`src/pkg/cst_pkg.sv`:
```
package cst_pkg;

    // counter geometry
    localparam int CNT_W = 16;
    localparam int BYTE_W = 8;
    localparam int DIV_W = 11;
    localparam int FS_DIV_W = 3;

    // prescaler taps, as powers of two of the system clock
    localparam int TAP_DIV11 = 11;
    localparam int TAP_DIV7 = 7;
    localparam int TAP_DIV5 = 5;
    localparam int TAP_DIV3 = 3;
    localparam int TAP_DIV1 = 1;

    // reset and limit values
    localparam logic [CNT_W-1:0] CNT_RST = 16'h0000;
    localparam logic [CNT_W-1:0] CNT_MAX = 16'hFFFF;
    localparam logic [CNT_W-1:0] PERIOD_RST = 16'h0000;
    localparam logic [CNT_W-1:0] DUTY_RST = 16'h0000;

    typedef enum logic [1:0] {
        MODE_TIMER = 2'h0,
        MODE_EVENT = 2'h1,
        MODE_PWM = 2'h3
    } cst_mode_t;

    typedef enum logic [2:0] {
        SRC_DIV11 = 3'h0,
        SRC_DIV7 = 3'h1,
        SRC_DIV5 = 3'h2,
        SRC_DIV3 = 3'h3,
        SRC_FS = 3'h4,
        SRC_FC_DIV2 = 3'h5,
        SRC_FC = 3'h6,
        SRC_EXT = 3'h7
    } cst_src_t;

    typedef enum logic {
        ST_STOP = 1'b0,
        ST_RUN = 1'b1
    } cst_state_t;

    // upper timer control byte as seen by the block
    typedef struct packed {
        logic init;
        cst_mode_t mode;
        cst_src_t src;
        logic run;
    } cst_ctrl_t;

    // one byte write into a 16-bit compare register
    typedef struct packed {
        logic wr;
        logic hi;
        logic [BYTE_W-1:0] data;
    } cst_bwr_t;

    localparam cst_ctrl_t CTRL_RST = '{init: 1'b0, mode: MODE_TIMER, src: SRC_DIV11, run: 1'b0};

    // merge one written byte into a compare word
    function automatic logic [CNT_W-1:0] byte_merge(input logic [CNT_W-1:0] word,
                                                    input cst_bwr_t w);
        logic [CNT_W-1:0] r;
        r = word;
        if (w.wr) begin
            if (w.hi) begin
                r[CNT_W-1:BYTE_W] = w.data;
            end else begin
                r[BYTE_W-1:0] = w.data;
            end
        end
        return r;
    endfunction

endpackage

```
`src/cst_prescale.sv`:
```
`timescale 1ns/1ps
module cst_prescale import cst_pkg::*; #(
    parameter int DIV_WIDTH = DIV_W
) (
    input wire logic clk_in,
    input wire logic srst_in,
    input wire cst_src_t src_in,
    input wire logic low_speed_sel_in,
    input wire logic slow_state_in,
    input wire logic lf_tick_in,
    output logic tick_out
);

    logic [DIV_WIDTH-1:0] div_q, div_d;
    logic [FS_DIV_W-1:0] fsdiv_q, fsdiv_d;
    logic tick_d;
    logic fs8;

    // true once every 2^k system clocks
    function automatic logic tap(input logic [DIV_WIDTH-1:0] d, input int k);
        logic t;
        t = 1'b1;
        for (int i = 0; i < k; i++) begin
            t = t & d[i];
        end
        return t;
    endfunction

    // free divider; fast taps die in slow states since the fast clock is gone
    always_comb begin
        div_d = DIV_WIDTH'(div_q + 1'b1);
        fsdiv_d = lf_tick_in ? FS_DIV_W'(fsdiv_q + 1'b1) : fsdiv_q;
        fs8 = lf_tick_in && (&fsdiv_q);
        unique case (src_in)
            SRC_DIV11: tick_d = (low_speed_sel_in || slow_state_in) ? fs8 :
                                tap(div_q, TAP_DIV11);
            SRC_DIV7: tick_d = !slow_state_in && tap(div_q, TAP_DIV7);
            SRC_DIV5: tick_d = !slow_state_in && tap(div_q, TAP_DIV5);
            SRC_DIV3: tick_d = !slow_state_in && tap(div_q, TAP_DIV3);
            SRC_FS: tick_d = lf_tick_in;
            SRC_FC_DIV2: tick_d = !slow_state_in && tap(div_q, TAP_DIV1);
            SRC_FC: tick_d = !slow_state_in;
            SRC_EXT: tick_d = 1'b0;
        endcase
    end

    always_ff @(posedge clk_in) begin
        if (srst_in) begin
            div_q <= '0;
            fsdiv_q <= '0;
            tick_out <= 1'b0;
        end else begin
            div_q <= div_d;
            fsdiv_q <= fsdiv_d;
            tick_out <= tick_d;
        end
    end

    property p_slow_gate;
        @(posedge clk_in) disable iff (srst_in)
        slow_state_in && (src_in inside {SRC_DIV7, SRC_DIV5, SRC_DIV3, SRC_FC_DIV2, SRC_FC})
        |=> !tick_out;
    endproperty
    a_slow_gate: assert property (p_slow_gate)
        else $error("fast tap ticked in slow state");

    property p_fs_follow;
        @(posedge clk_in) disable iff (srst_in)
        (src_in == SRC_FS) |=> (tick_out == $past(lf_tick_in));
    endproperty
    a_fs_follow: assert property (p_fs_follow)
        else $error("low clock source tick mismatch");

endmodule

```
`src/cst_duty_buf.sv`:
```
`timescale 1ns/1ps
module cst_duty_buf import cst_pkg::*; #(
    parameter int WIDTH = CNT_W
) (
    input wire logic clk_in,
    input wire logic srst_in,
    input wire cst_bwr_t wr_in,
    input wire logic stopped_in,
    input wire logic load_in,
    output logic [WIDTH-1:0] active_out
);

    logic [WIDTH-1:0] buf_q, buf_d;
    logic [WIDTH-1:0] active_q, active_d;

    // writes land in the buffer; stopped writes pass straight through
    always_comb begin
        buf_d = byte_merge(buf_q, wr_in);
        active_d = active_q;
        if (load_in || (stopped_in && wr_in.wr)) begin
            active_d = buf_d;
        end
    end

    always_ff @(posedge clk_in) begin
        if (srst_in) begin
            buf_q <= DUTY_RST;
            active_q <= DUTY_RST;
        end else begin
            buf_q <= buf_d;
            active_q <= active_d;
        end
    end

    // reads see the active copy, never the pending buffer
    assign active_out = active_q;

    property p_run_hold;
        @(posedge clk_in) disable iff (srst_in)
        !stopped_in && !load_in |=> $stable(active_q);
    endproperty
    a_run_hold: assert property (p_run_hold)
        else $error("active duty changed between matches");

    property p_load_moves;
        @(posedge clk_in) disable iff (srst_in)
        load_in && !wr_in.wr |=> (active_q == $past(buf_q));
    endproperty
    a_load_moves: assert property (p_load_moves)
        else $error("buffer not transferred on match");

endmodule

```
`src/cst_timer.sv`:
```
`timescale 1ns/1ps
// Contract
// - interval mode joins both byte counters into one 16-bit counter on prescaled ticks.
// - with run set, count equal to period raises match, clears, keeps counting.
// - period has no buffer in timer and event modes; avoid changes while running.
// - interval clock is one of four fast taps, or low clock/8 when slow.
// - event mode advances the counter on each falling edge of the count input.
// - event mode match raises match, clears, resumes on the next falling edge.
// - PWM mode gives 16-bit duty from internal ticks or the count input.
// - duty match toggles the flop; overflow toggles again, clears and raises match.
// - output flop loads its level from the init bit; reset clears it.
// - the PWM pin always shows the inverse of the output flop.
// - running duty writes are buffered until match; stopped writes apply at once.
// - duty reads return the active value, not the pending buffered one.
// - stopping holds the pin level; init bit takes effect only once stopped.
// - PWM source adds low clock, fast clock/2 and fast clock; slow limits choices.
module cst_timer import cst_pkg::*; (
    input wire logic CLK_IN,
    input wire logic SRST_IN,
    input wire logic CTRL_WR_IN,
    input wire cst_ctrl_t CTRL_IN,
    input wire logic LOW_SPEED_SEL_IN,
    input wire logic SLOW_STATE_IN,
    input wire logic LF_TICK_IN,
    input wire logic EXT_COUNT_IN,
    input wire cst_bwr_t PERIOD_WR_IN,
    input wire cst_bwr_t DUTY_WR_IN,
    output logic [CNT_W-1:0] COUNT_OUT,
    output logic [CNT_W-1:0] PERIOD_RD_OUT,
    output logic [CNT_W-1:0] DUTY_RD_OUT,
    output logic MATCH_IRQ_OUT,
    output logic PWM_PIN_OUT,
    output logic OUTPUT_FLOP_OUT,
    output logic RUNNING_OUT
);

    cst_ctrl_t ctrl_q, ctrl_d;
    cst_state_t state_q, state_d;
    logic [CNT_W-1:0] cnt_q, cnt_d;
    logic [CNT_W-1:0] cnt_inc;
    logic [CNT_W-1:0] period_q, period_d;
    logic [CNT_W-1:0] duty_act;
    logic flop_q, flop_d;
    logic pin_q, pin_d;
    logic irq_q, irq_d;
    logic ext_prev_q, ext_prev_d;
    logic pre_tick;
    logic ext_fall;
    logic step;
    logic running;
    logic duty_load;

    // byte counters chained: low byte carry feeds the high byte
    function automatic logic [CNT_W-1:0] cascade_inc(input logic [CNT_W-1:0] v);
        logic [BYTE_W:0] lo;
        logic [BYTE_W-1:0] hi;
        lo = {1'b0, v[BYTE_W-1:0]} + {{BYTE_W{1'b0}}, 1'b1};
        hi = v[CNT_W-1:BYTE_W] + {{(BYTE_W-1){1'b0}}, lo[BYTE_W]};
        return {hi, lo[BYTE_W-1:0]};
    endfunction

    // interval mode only knows the four divided sources
    function automatic logic timer_src_ok(input cst_src_t s);
        return s inside {SRC_DIV11, SRC_DIV7, SRC_DIV5, SRC_DIV3};
    endfunction

    cst_prescale #(
        .DIV_WIDTH(DIV_W)
    ) u_prescale (
        .clk_in(CLK_IN),
        .srst_in(SRST_IN),
        .src_in(ctrl_q.src),
        .low_speed_sel_in(LOW_SPEED_SEL_IN),
        .slow_state_in(SLOW_STATE_IN),
        .lf_tick_in(LF_TICK_IN),
        .tick_out(pre_tick)
    );

    cst_duty_buf #(
        .WIDTH(CNT_W)
    ) u_duty (
        .clk_in(CLK_IN),
        .srst_in(SRST_IN),
        .wr_in(DUTY_WR_IN),
        .stopped_in(!running),
        .load_in(duty_load),
        .active_out(duty_act)
    );

    // control byte and run state
    always_comb begin
        ctrl_d = CTRL_WR_IN ? CTRL_IN : ctrl_q;
        state_d = state_q;
        unique case (state_q)
            ST_STOP: begin
                if (CTRL_WR_IN && CTRL_IN.run) begin
                    state_d = ST_RUN;
                end
            end
            ST_RUN: begin
                if (CTRL_WR_IN && !CTRL_IN.run) begin
                    state_d = ST_STOP;
                end
            end
        endcase
    end

    always_ff @(posedge CLK_IN) begin
        if (SRST_IN) begin
            ctrl_q <= CTRL_RST;
            state_q <= ST_STOP;
        end else begin
            ctrl_q <= ctrl_d;
            state_q <= state_d;
        end
    end

    assign running = (state_q == ST_RUN);

    // period compare: no buffer, a byte write is live next cycle
    always_comb begin
        period_d = byte_merge(period_q, PERIOD_WR_IN);
    end

    always_ff @(posedge CLK_IN) begin
        if (SRST_IN) begin
            period_q <= PERIOD_RST;
        end else begin
            period_q <= period_d;
        end
    end

    // count step selection; inputs are synchronous so one stage finds the edge
    always_comb begin
        ext_prev_d = EXT_COUNT_IN;
        ext_fall = ext_prev_q && !EXT_COUNT_IN;
        unique case (ctrl_q.mode)
            MODE_TIMER: step = pre_tick && timer_src_ok(ctrl_q.src);
            MODE_EVENT: step = ext_fall;
            MODE_PWM: step = (ctrl_q.src == SRC_EXT) ? ext_fall : pre_tick;
            default: step = 1'b0; // unused mode code counts nothing
        endcase
    end

    // counter, output flop and match pulse
    always_comb begin
        cnt_inc = cascade_inc(cnt_q);
        cnt_d = cnt_q;
        flop_d = flop_q;
        irq_d = 1'b0;
        duty_load = 1'b0;
        if (!running) begin
            cnt_d = CNT_RST;
            // a write while stopped loads the flop from init; a stopping write while running leaves it so the pin holds
            if (CTRL_WR_IN) begin
                flop_d = CTRL_IN.init;
            end
        end else if (step) begin
            if (ctrl_q.mode == MODE_PWM) begin
                if (cnt_q == CNT_MAX) begin
                    cnt_d = CNT_RST;
                    flop_d = !flop_q;
                    irq_d = 1'b1;
                    duty_load = 1'b1;
                end else begin
                    cnt_d = cnt_inc;
                    if (cnt_inc == duty_act) begin
                        flop_d = !flop_q;
                    end
                end
            end else if (cnt_inc == period_q) begin
                cnt_d = CNT_RST;
                irq_d = 1'b1;
            end else begin
                cnt_d = cnt_inc;
            end
        end
        pin_d = !flop_d;
    end

    always_ff @(posedge CLK_IN) begin
        if (SRST_IN) begin
            cnt_q <= CNT_RST;
            flop_q <= 1'b0;
            pin_q <= 1'b1;
            irq_q <= 1'b0;
            ext_prev_q <= 1'b0;
        end else begin
            cnt_q <= cnt_d;
            flop_q <= flop_d;
            pin_q <= pin_d;
            irq_q <= irq_d;
            ext_prev_q <= ext_prev_d;
        end
    end

    // every output is a register of this block or of the duty buffer
    assign COUNT_OUT = cnt_q;
    assign PERIOD_RD_OUT = period_q;
    assign DUTY_RD_OUT = duty_act;
    assign MATCH_IRQ_OUT = irq_q;
    assign PWM_PIN_OUT = pin_q;
    assign OUTPUT_FLOP_OUT = flop_q;
    assign RUNNING_OUT = running;

    property p_pin_inverse;
        @(posedge CLK_IN) disable iff (SRST_IN)
        PWM_PIN_OUT == !OUTPUT_FLOP_OUT;
    endproperty
    a_pin_inverse: assert property (p_pin_inverse)
        else $error("pin is not the inverse of the flop");

    property p_reset_flop;
        @(posedge CLK_IN)
        SRST_IN |=> !flop_q && pin_q;
    endproperty
    a_reset_flop: assert property (p_reset_flop)
        else $error("flop not cleared by reset");

    property p_period_match;
        @(posedge CLK_IN) disable iff (SRST_IN)
        running && step && (ctrl_q.mode != MODE_PWM) && (cnt_inc == period_q)
        |=> MATCH_IRQ_OUT && (COUNT_OUT == CNT_RST);
    endproperty
    a_period_match: assert property (p_period_match)
        else $error("period match did not clear and interrupt");

    property p_event_step;
        @(posedge CLK_IN) disable iff (SRST_IN)
        running && (ctrl_q.mode == MODE_EVENT) && ext_prev_q && !EXT_COUNT_IN
        && (cnt_inc != period_q) |=> (COUNT_OUT == cascade_inc($past(COUNT_OUT)));
    endproperty
    a_event_step: assert property (p_event_step)
        else $error("falling edge did not advance counter");

    property p_event_still;
        @(posedge CLK_IN) disable iff (SRST_IN)
        running && (ctrl_q.mode == MODE_EVENT) && !(ext_prev_q && !EXT_COUNT_IN)
        |=> $stable(COUNT_OUT) && !MATCH_IRQ_OUT;
    endproperty
    a_event_still: assert property (p_event_still)
        else $error("event counter moved without an edge");

    property p_duty_toggle;
        @(posedge CLK_IN) disable iff (SRST_IN)
        running && step && (ctrl_q.mode == MODE_PWM) && (cnt_q != CNT_MAX)
        && (cnt_inc == duty_act) |=> (flop_q != $past(flop_q)) && !MATCH_IRQ_OUT;
    endproperty
    a_duty_toggle: assert property (p_duty_toggle)
        else $error("duty match did not toggle flop");

    property p_overflow;
        @(posedge CLK_IN) disable iff (SRST_IN)
        running && step && (ctrl_q.mode == MODE_PWM) && (cnt_q == CNT_MAX)
        |=> MATCH_IRQ_OUT && (COUNT_OUT == CNT_RST) && (flop_q != $past(flop_q));
    endproperty
    a_overflow: assert property (p_overflow)
        else $error("overflow did not toggle, clear and interrupt");

    property p_stop_hold;
        @(posedge CLK_IN) disable iff (SRST_IN)
        running && CTRL_WR_IN && !CTRL_IN.run |=> !RUNNING_OUT && $stable(flop_q);
    endproperty
    a_stop_hold: assert property (p_stop_hold)
        else $error("stopping write changed the output level");

    property p_timer_src;
        @(posedge CLK_IN) disable iff (SRST_IN)
        running && (ctrl_q.mode == MODE_TIMER) && !timer_src_ok(ctrl_q.src)
        |=> $stable(COUNT_OUT);
    endproperty
    a_timer_src: assert property (p_timer_src)
        else $error("interval mode counted on a foreign source");

    property p_stopped_clear;
        @(posedge CLK_IN) disable iff (SRST_IN)
        !running |=> (COUNT_OUT == CNT_RST) && !MATCH_IRQ_OUT;
    endproperty
    a_stopped_clear: assert property (p_stopped_clear)
        else $error("stopped counter not held at zero");

    property p_stopped_hold;
        @(posedge CLK_IN) disable iff (SRST_IN)
        !running && !CTRL_WR_IN |=> $stable(flop_q);
    endproperty
    a_stopped_hold: assert property (p_stopped_hold)
        else $error("stopped output level moved without a write");

    property p_start_load;
        @(posedge CLK_IN) disable iff (SRST_IN)
        !running && CTRL_WR_IN && CTRL_IN.run
        |=> RUNNING_OUT && (OUTPUT_FLOP_OUT == $past(CTRL_IN.init));
    endproperty
    a_start_load: assert property (p_start_load)
        else $error("starting write did not load the init level");

    property p_pwm_idle;
        @(posedge CLK_IN) disable iff (SRST_IN)
        running && (ctrl_q.mode == MODE_PWM) && !step
        |=> $stable(COUNT_OUT) && $stable(flop_q) && !MATCH_IRQ_OUT;
    endproperty
    a_pwm_idle: assert property (p_pwm_idle)
        else $error("pwm counter moved without a step");

endmodule

```
`config.mk`:
```
export PLATFORM = sky130hd
export DESIGN_NAME = cst_timer
export DESIGN_NICKNAME = d
export VERILOG_FILES = /design/src/pkg/cst_pkg.sv /design/src/cst_prescale.sv /design/src/cst_duty_buf.sv /design/src/cst_timer.sv
export SDC_FILE = /design/constraint.sdc
export NUM_CORES = 1
export LEC_CHECK = 0
export CAP_MARGIN = 15
export CORE_ASPECT_RATIO = 1.1
export CORE_MARGIN = 4
export CORE_UTILIZATION = 45
export DETAILED_ROUTE_END_ITERATION = 12
export DONT_BUFFER_PORTS = 1
export GPL_TIMING_DRIVEN = 0
export PLACE_DENSITY = 0.64
export SLEW_MARGIN = 20
export SYNTH_ARGS = -nofsm -noshare
export SYNTH_HDL_FRONTEND = slang
export SYNTH_SLANG_ARGS = --single-unit
```
`constraint.sdc`:
```
create_clock -name CLK_IN -period 6.2 [get_ports CLK_IN]
set_input_delay 0.93 -clock CLK_IN [delete_from_list [all_inputs] [get_ports CLK_IN]]
set_output_delay 0.93 -clock CLK_IN [all_outputs]
set_load 0.05 [all_outputs]
```
==> qor.yml <==
route:
  drtIter0Drc: 178
  wirelength_mm: 11.53
  vias: 3636
  detail_route.first_pass.iterations: 4
  wire_per_inst_um: 18.25
  postRouteAntennaNets: 0
  via_per_inst: 5.753
  drt_drc_violations_left: 0
logic_synthesis:
  synth_nets: 538
  synth_warnings: 0
  synth_seq_area_share_pct: 39.58
  synth_cells: 497
  synth_edf_count: 0
  synth_cell_type_count: 56
  ys_ff_latch: 89
  synthFlopType: "dfxtp_1"
  synth-async-reset-ratio_pct: 0
  avgSynthCellArea_um2: 9.058
  syn-cell-area_um2: 4502
placement:
  portBuffers: 0
  dpl_cell_area_um2: 4652
  hpwl_mm: 8.971
  gp_congestion: 0.8811
clocking:
  cts_buffers: 9
  cts_max_level: 3
  cts_tree: "done"
  clockRootBuffer: "clkbuf_8"
  clock-sinks: 89
  cts_buffer_depth: 2
  ctsHoldBuffers: 0
  insertion_delay_ns: 0.38
  postCtsSetupRepairBufs: 0
  cts-resized-gates: 0
  cts.clk_slew.worst_paths_ns: 0.09
power_and_ir_drop:
  peakVddDrop_uv: 114.4
  cellPowerDensity_nw_per_um2: 249.9
  internal-power_uw: 899.2
  p_switching_uw: 321.4
  finalPower_mw: 1.221
  p_clk_share_pct: 38.7
  p_leak_nw: 1.914
  pwr-share-seq_pct: 53.4
  pwr-share-comb_pct: 8.0
  p_sw_share_pct: 26.33
timing:
  fin_crit_ns: 4.670
  skew_ns: 0.007462
  fin_crit_sh_pct: 75.33
  hold_viol: 0
  finalSetupViolCount: 0
  setup_tns_ns: 0
  holdWs_ns: 0.4695
  slew_violations: 0
  fmax_ghz: 0.2141
  max-slew-margin-rel_pct: 46.39
  rsz0062_at_grt: "false"
  worstMarginPinSlew_ns: 0.8031
layout:
  mostFrequentLayoutCell: "dfxtp_1"
  area_growth_pct: 8.477
  layout_common_cells: "dfxtp_1, nor2_1, nand2_1, nand3_1"
  fill_cells: 944
  drive_gt1_share_pct: 9.180
  fin_nets: 549
  diodes: 0
  final_area_um2: 4883
global_routing:
  track_usage_pct: 20.90
  met2_usage_pct: 33.67
  met1_usage_pct: 24.62
  grt_use_met3_pct: 9.063
  antenna_found_initial: 0
  grt.overflow.total: 0
  grt_pass1_wl_mm: 18.75
  grt_pass1_vias: 3572
  grt_max_degree: 15
  grt_busiest_layer: "met2"
critical_path:
  crit_chain: "ha_1, and3_4, and3_1, buf_2, and3_1, ha_1, ha_1, and3_1, buf_4, nand3_2, xnor2_1, o2111ai_1, o41ai_4, nor3_2, buf_6, a22o_1"
  critPathMaxFanout: 10
  cp_top_family: "simple AND/OR/NAND/NOR gates"
  timing.critical_path.buf_inv: 3
  r2r_cells: 16
  r2r_setup_slack_ns: 1.53
  critPathLaunchType: "flop"
  critPathArrivalTime_ns: 4.95
  cp.required_ns: 6.48
  worst_setup_path_end_kind: "flop"
  cp_slowest_cell: "dfxtp_1"
  r2r_end: "COUNT_OUT[12]$_SDFFE_PP0P_"
  critPathMaxStageDelay_ns: 0.83
  r2r-start: "COUNT_OUT[0]$_SDFFE_PP0P_"
  crit_type: "flop to flop"
min_path:
  hold_path_class: "flop to flop"
  min_to: "u_duty.buf_q[9]$_SDFF_PP0_"
  hold_start: "u_duty.buf_q[9]$_SDFF_PP0_"
  min_path_cells: 2
run_status:
  status: "complete, no violations"
job:
  drv_cap: 0
floorplan:
  fp.dieW_um: 103.4
  dieHeight_um: 112.9
  std_cell_rows: 38
  pin_count: 86
  initial_core_util_pct: 45.74
  die-area_um2: 11670
  core_area_um2: 9842
## per-stage QoR
step           std cells  worst slack, ns  util, %
6_report             632            1.530    49.62
5_1_grt              632            1.196    49.62
4_1_cts              632            1.518    49.62
3_5_place_dp         617            1.546    47.27
3_3_place_gp         617            1.563    47.27
2_1_floorplan        497            2.198        -
## sequential cells by signal, indices dropped and copies added (netlist names), named ones only
register / cells
COUNT_OUT: 16
MATCH_IRQ_OUT: 1
PERIOD_RD_OUT: 16
PWM_PIN_OUT: 1
ctrl_q: 5
ext_prev_q: 1
u_duty.active_out: 16
u_duty.buf_q: 16
u_prescale.div_q: 11
u_prescale.fsdiv_q: 3
u_prescale.tick_out: 1
## worst max-delay path by stage
stage               slack, ns  cells after the start                      start                          to
floorplan                2.20                     16  COUNT_OUT[0]$_SDFFE_PP0P_  COUNT_OUT[10]$_SDFFE_PP0P_
global placement         1.56                     16  COUNT_OUT[0]$_SDFFE_PP0P_  COUNT_OUT[15]$_SDFFE_PP0P_
detailed placement       1.55                     16  COUNT_OUT[0]$_SDFFE_PP0P_  COUNT_OUT[13]$_SDFFE_PP0P_
CTS                      1.52                     16  COUNT_OUT[0]$_SDFFE_PP0P_  COUNT_OUT[13]$_SDFFE_PP0P_
global route             1.20                     16  COUNT_OUT[0]$_SDFFE_PP0P_  COUNT_OUT[12]$_SDFFE_PP0P_
finish                   1.53                     16  COUNT_OUT[0]$_SDFFE_PP0P_  COUNT_OUT[12]$_SDFFE_PP0P_
## final cells by class
class                           instances  area (µm²)  area share (%)
Multi-Input combinational cell        370        2547           52.16
Inverter                                6       22.52          0.4612
Sequential cell                        89        1782           36.48
Clock buffer                            9       123.9           2.537
Tap cell                              120       150.1           3.075
Clock inverter                          6       107.6           2.203
Buffer                                 32       150.1           3.075
## power groups by stage
stage	clock network [mW]	registers, mW	logic, mW
floorplan	0	0.657	0.0783
global placement	0	0.665	0.0942
detailed placement	0	0.666	0.0970
CTS	0.480	0.652	0.0974
global route	0.513	0.655	0.108
finish	0.472	0.651	0.0971
## Yosys cell counts, drive strengths merged, types with 2 or more instances
| library cell | n | area, µm² |
|---|---|---|
| a21o | 2 | 15.01 |
| nand4 | 6 | 37.54 |
| a21oi | 26 | 130.1 |
| xor2 | 15 | 131.4 |
| o2111ai | 4 | 41.29 |
| nand3b | 7 | 52.55 |
| o21ai | 15 | 75.07 |
| a2111oi | 2 | 17.52 |
| nand3 | 33 | 170.2 |
| a22o | 11 | 96.34 |
| nor4 | 5 | 31.28 |
| buf | 14 | 82.57 |
| nand2 | 38 | 142.6 |
| mux2i | 26 | 260.3 |
| mux2 | 12 | 135.1 |
| o31ai | 14 | 105.1 |
| o211a | 2 | 20.02 |
| dfxtp | 89 | 1782 |
| nor2 | 42 | 157.7 |
| or3 | 7 | 43.79 |
| nor4b | 3 | 32.53 |
| o211ai | 2 | 15.01 |
| and3 | 6 | 42.54 |
| nor2b | 19 | 118.9 |
| ha | 7 | 87.58 |
| clkbuf | 18 | 67.56 |
| and2 | 4 | 25.02 |
| xnor3 | 3 | 67.56 |
| xnor2 | 26 | 235.2 |
| inv | 6 | 22.52 |
| nand2b | 9 | 56.30 |
| nor3 | 10 | 60.06 |
## per-layer routing
| layer | part of all wire [%] | vias to the layer above |
|---|---|---|
| met1 | 41 | 1719 |
| li1 | - | 1784 |
| met2 | 48 | 110 |
| met5 | 0 | - |
| met3 | 8.7 | 23 |
| met4 | 2.5 | 0 |
## worst reg2reg max path: cells and delay by family, from the launching register on
| kind | cells | cell delay (ns) |
|---|---|---|
| xor+xnor | 1 | 0.24 |
| compound gates | 3 | 1.03 |
| buf+inv | 3 | 0.49 |
| simple gates | 6 | 1.13 |
| fa+ha+maj | 3 | 0.85 |
| flops | 1 | 0.83 |
## cell families (layout without fill, tap and decap cells)
group                    Yosys count  in the layout  share of synthesized area [%]
adder cells (fa/ha/maj)            7              7                          1.945
XOR/XNOR                          44             44                          9.644
AO/OA/AOI/OAI                     90             90                          14.29
AND/OR/NAND/NOR                  191            191                          21.93
multiplexers                      38             38                          8.783
flip-flops                        89             89                          39.58
buffers and inverters             38             53                          3.835
Note: power is estimated with default switching activity, not from simulation.
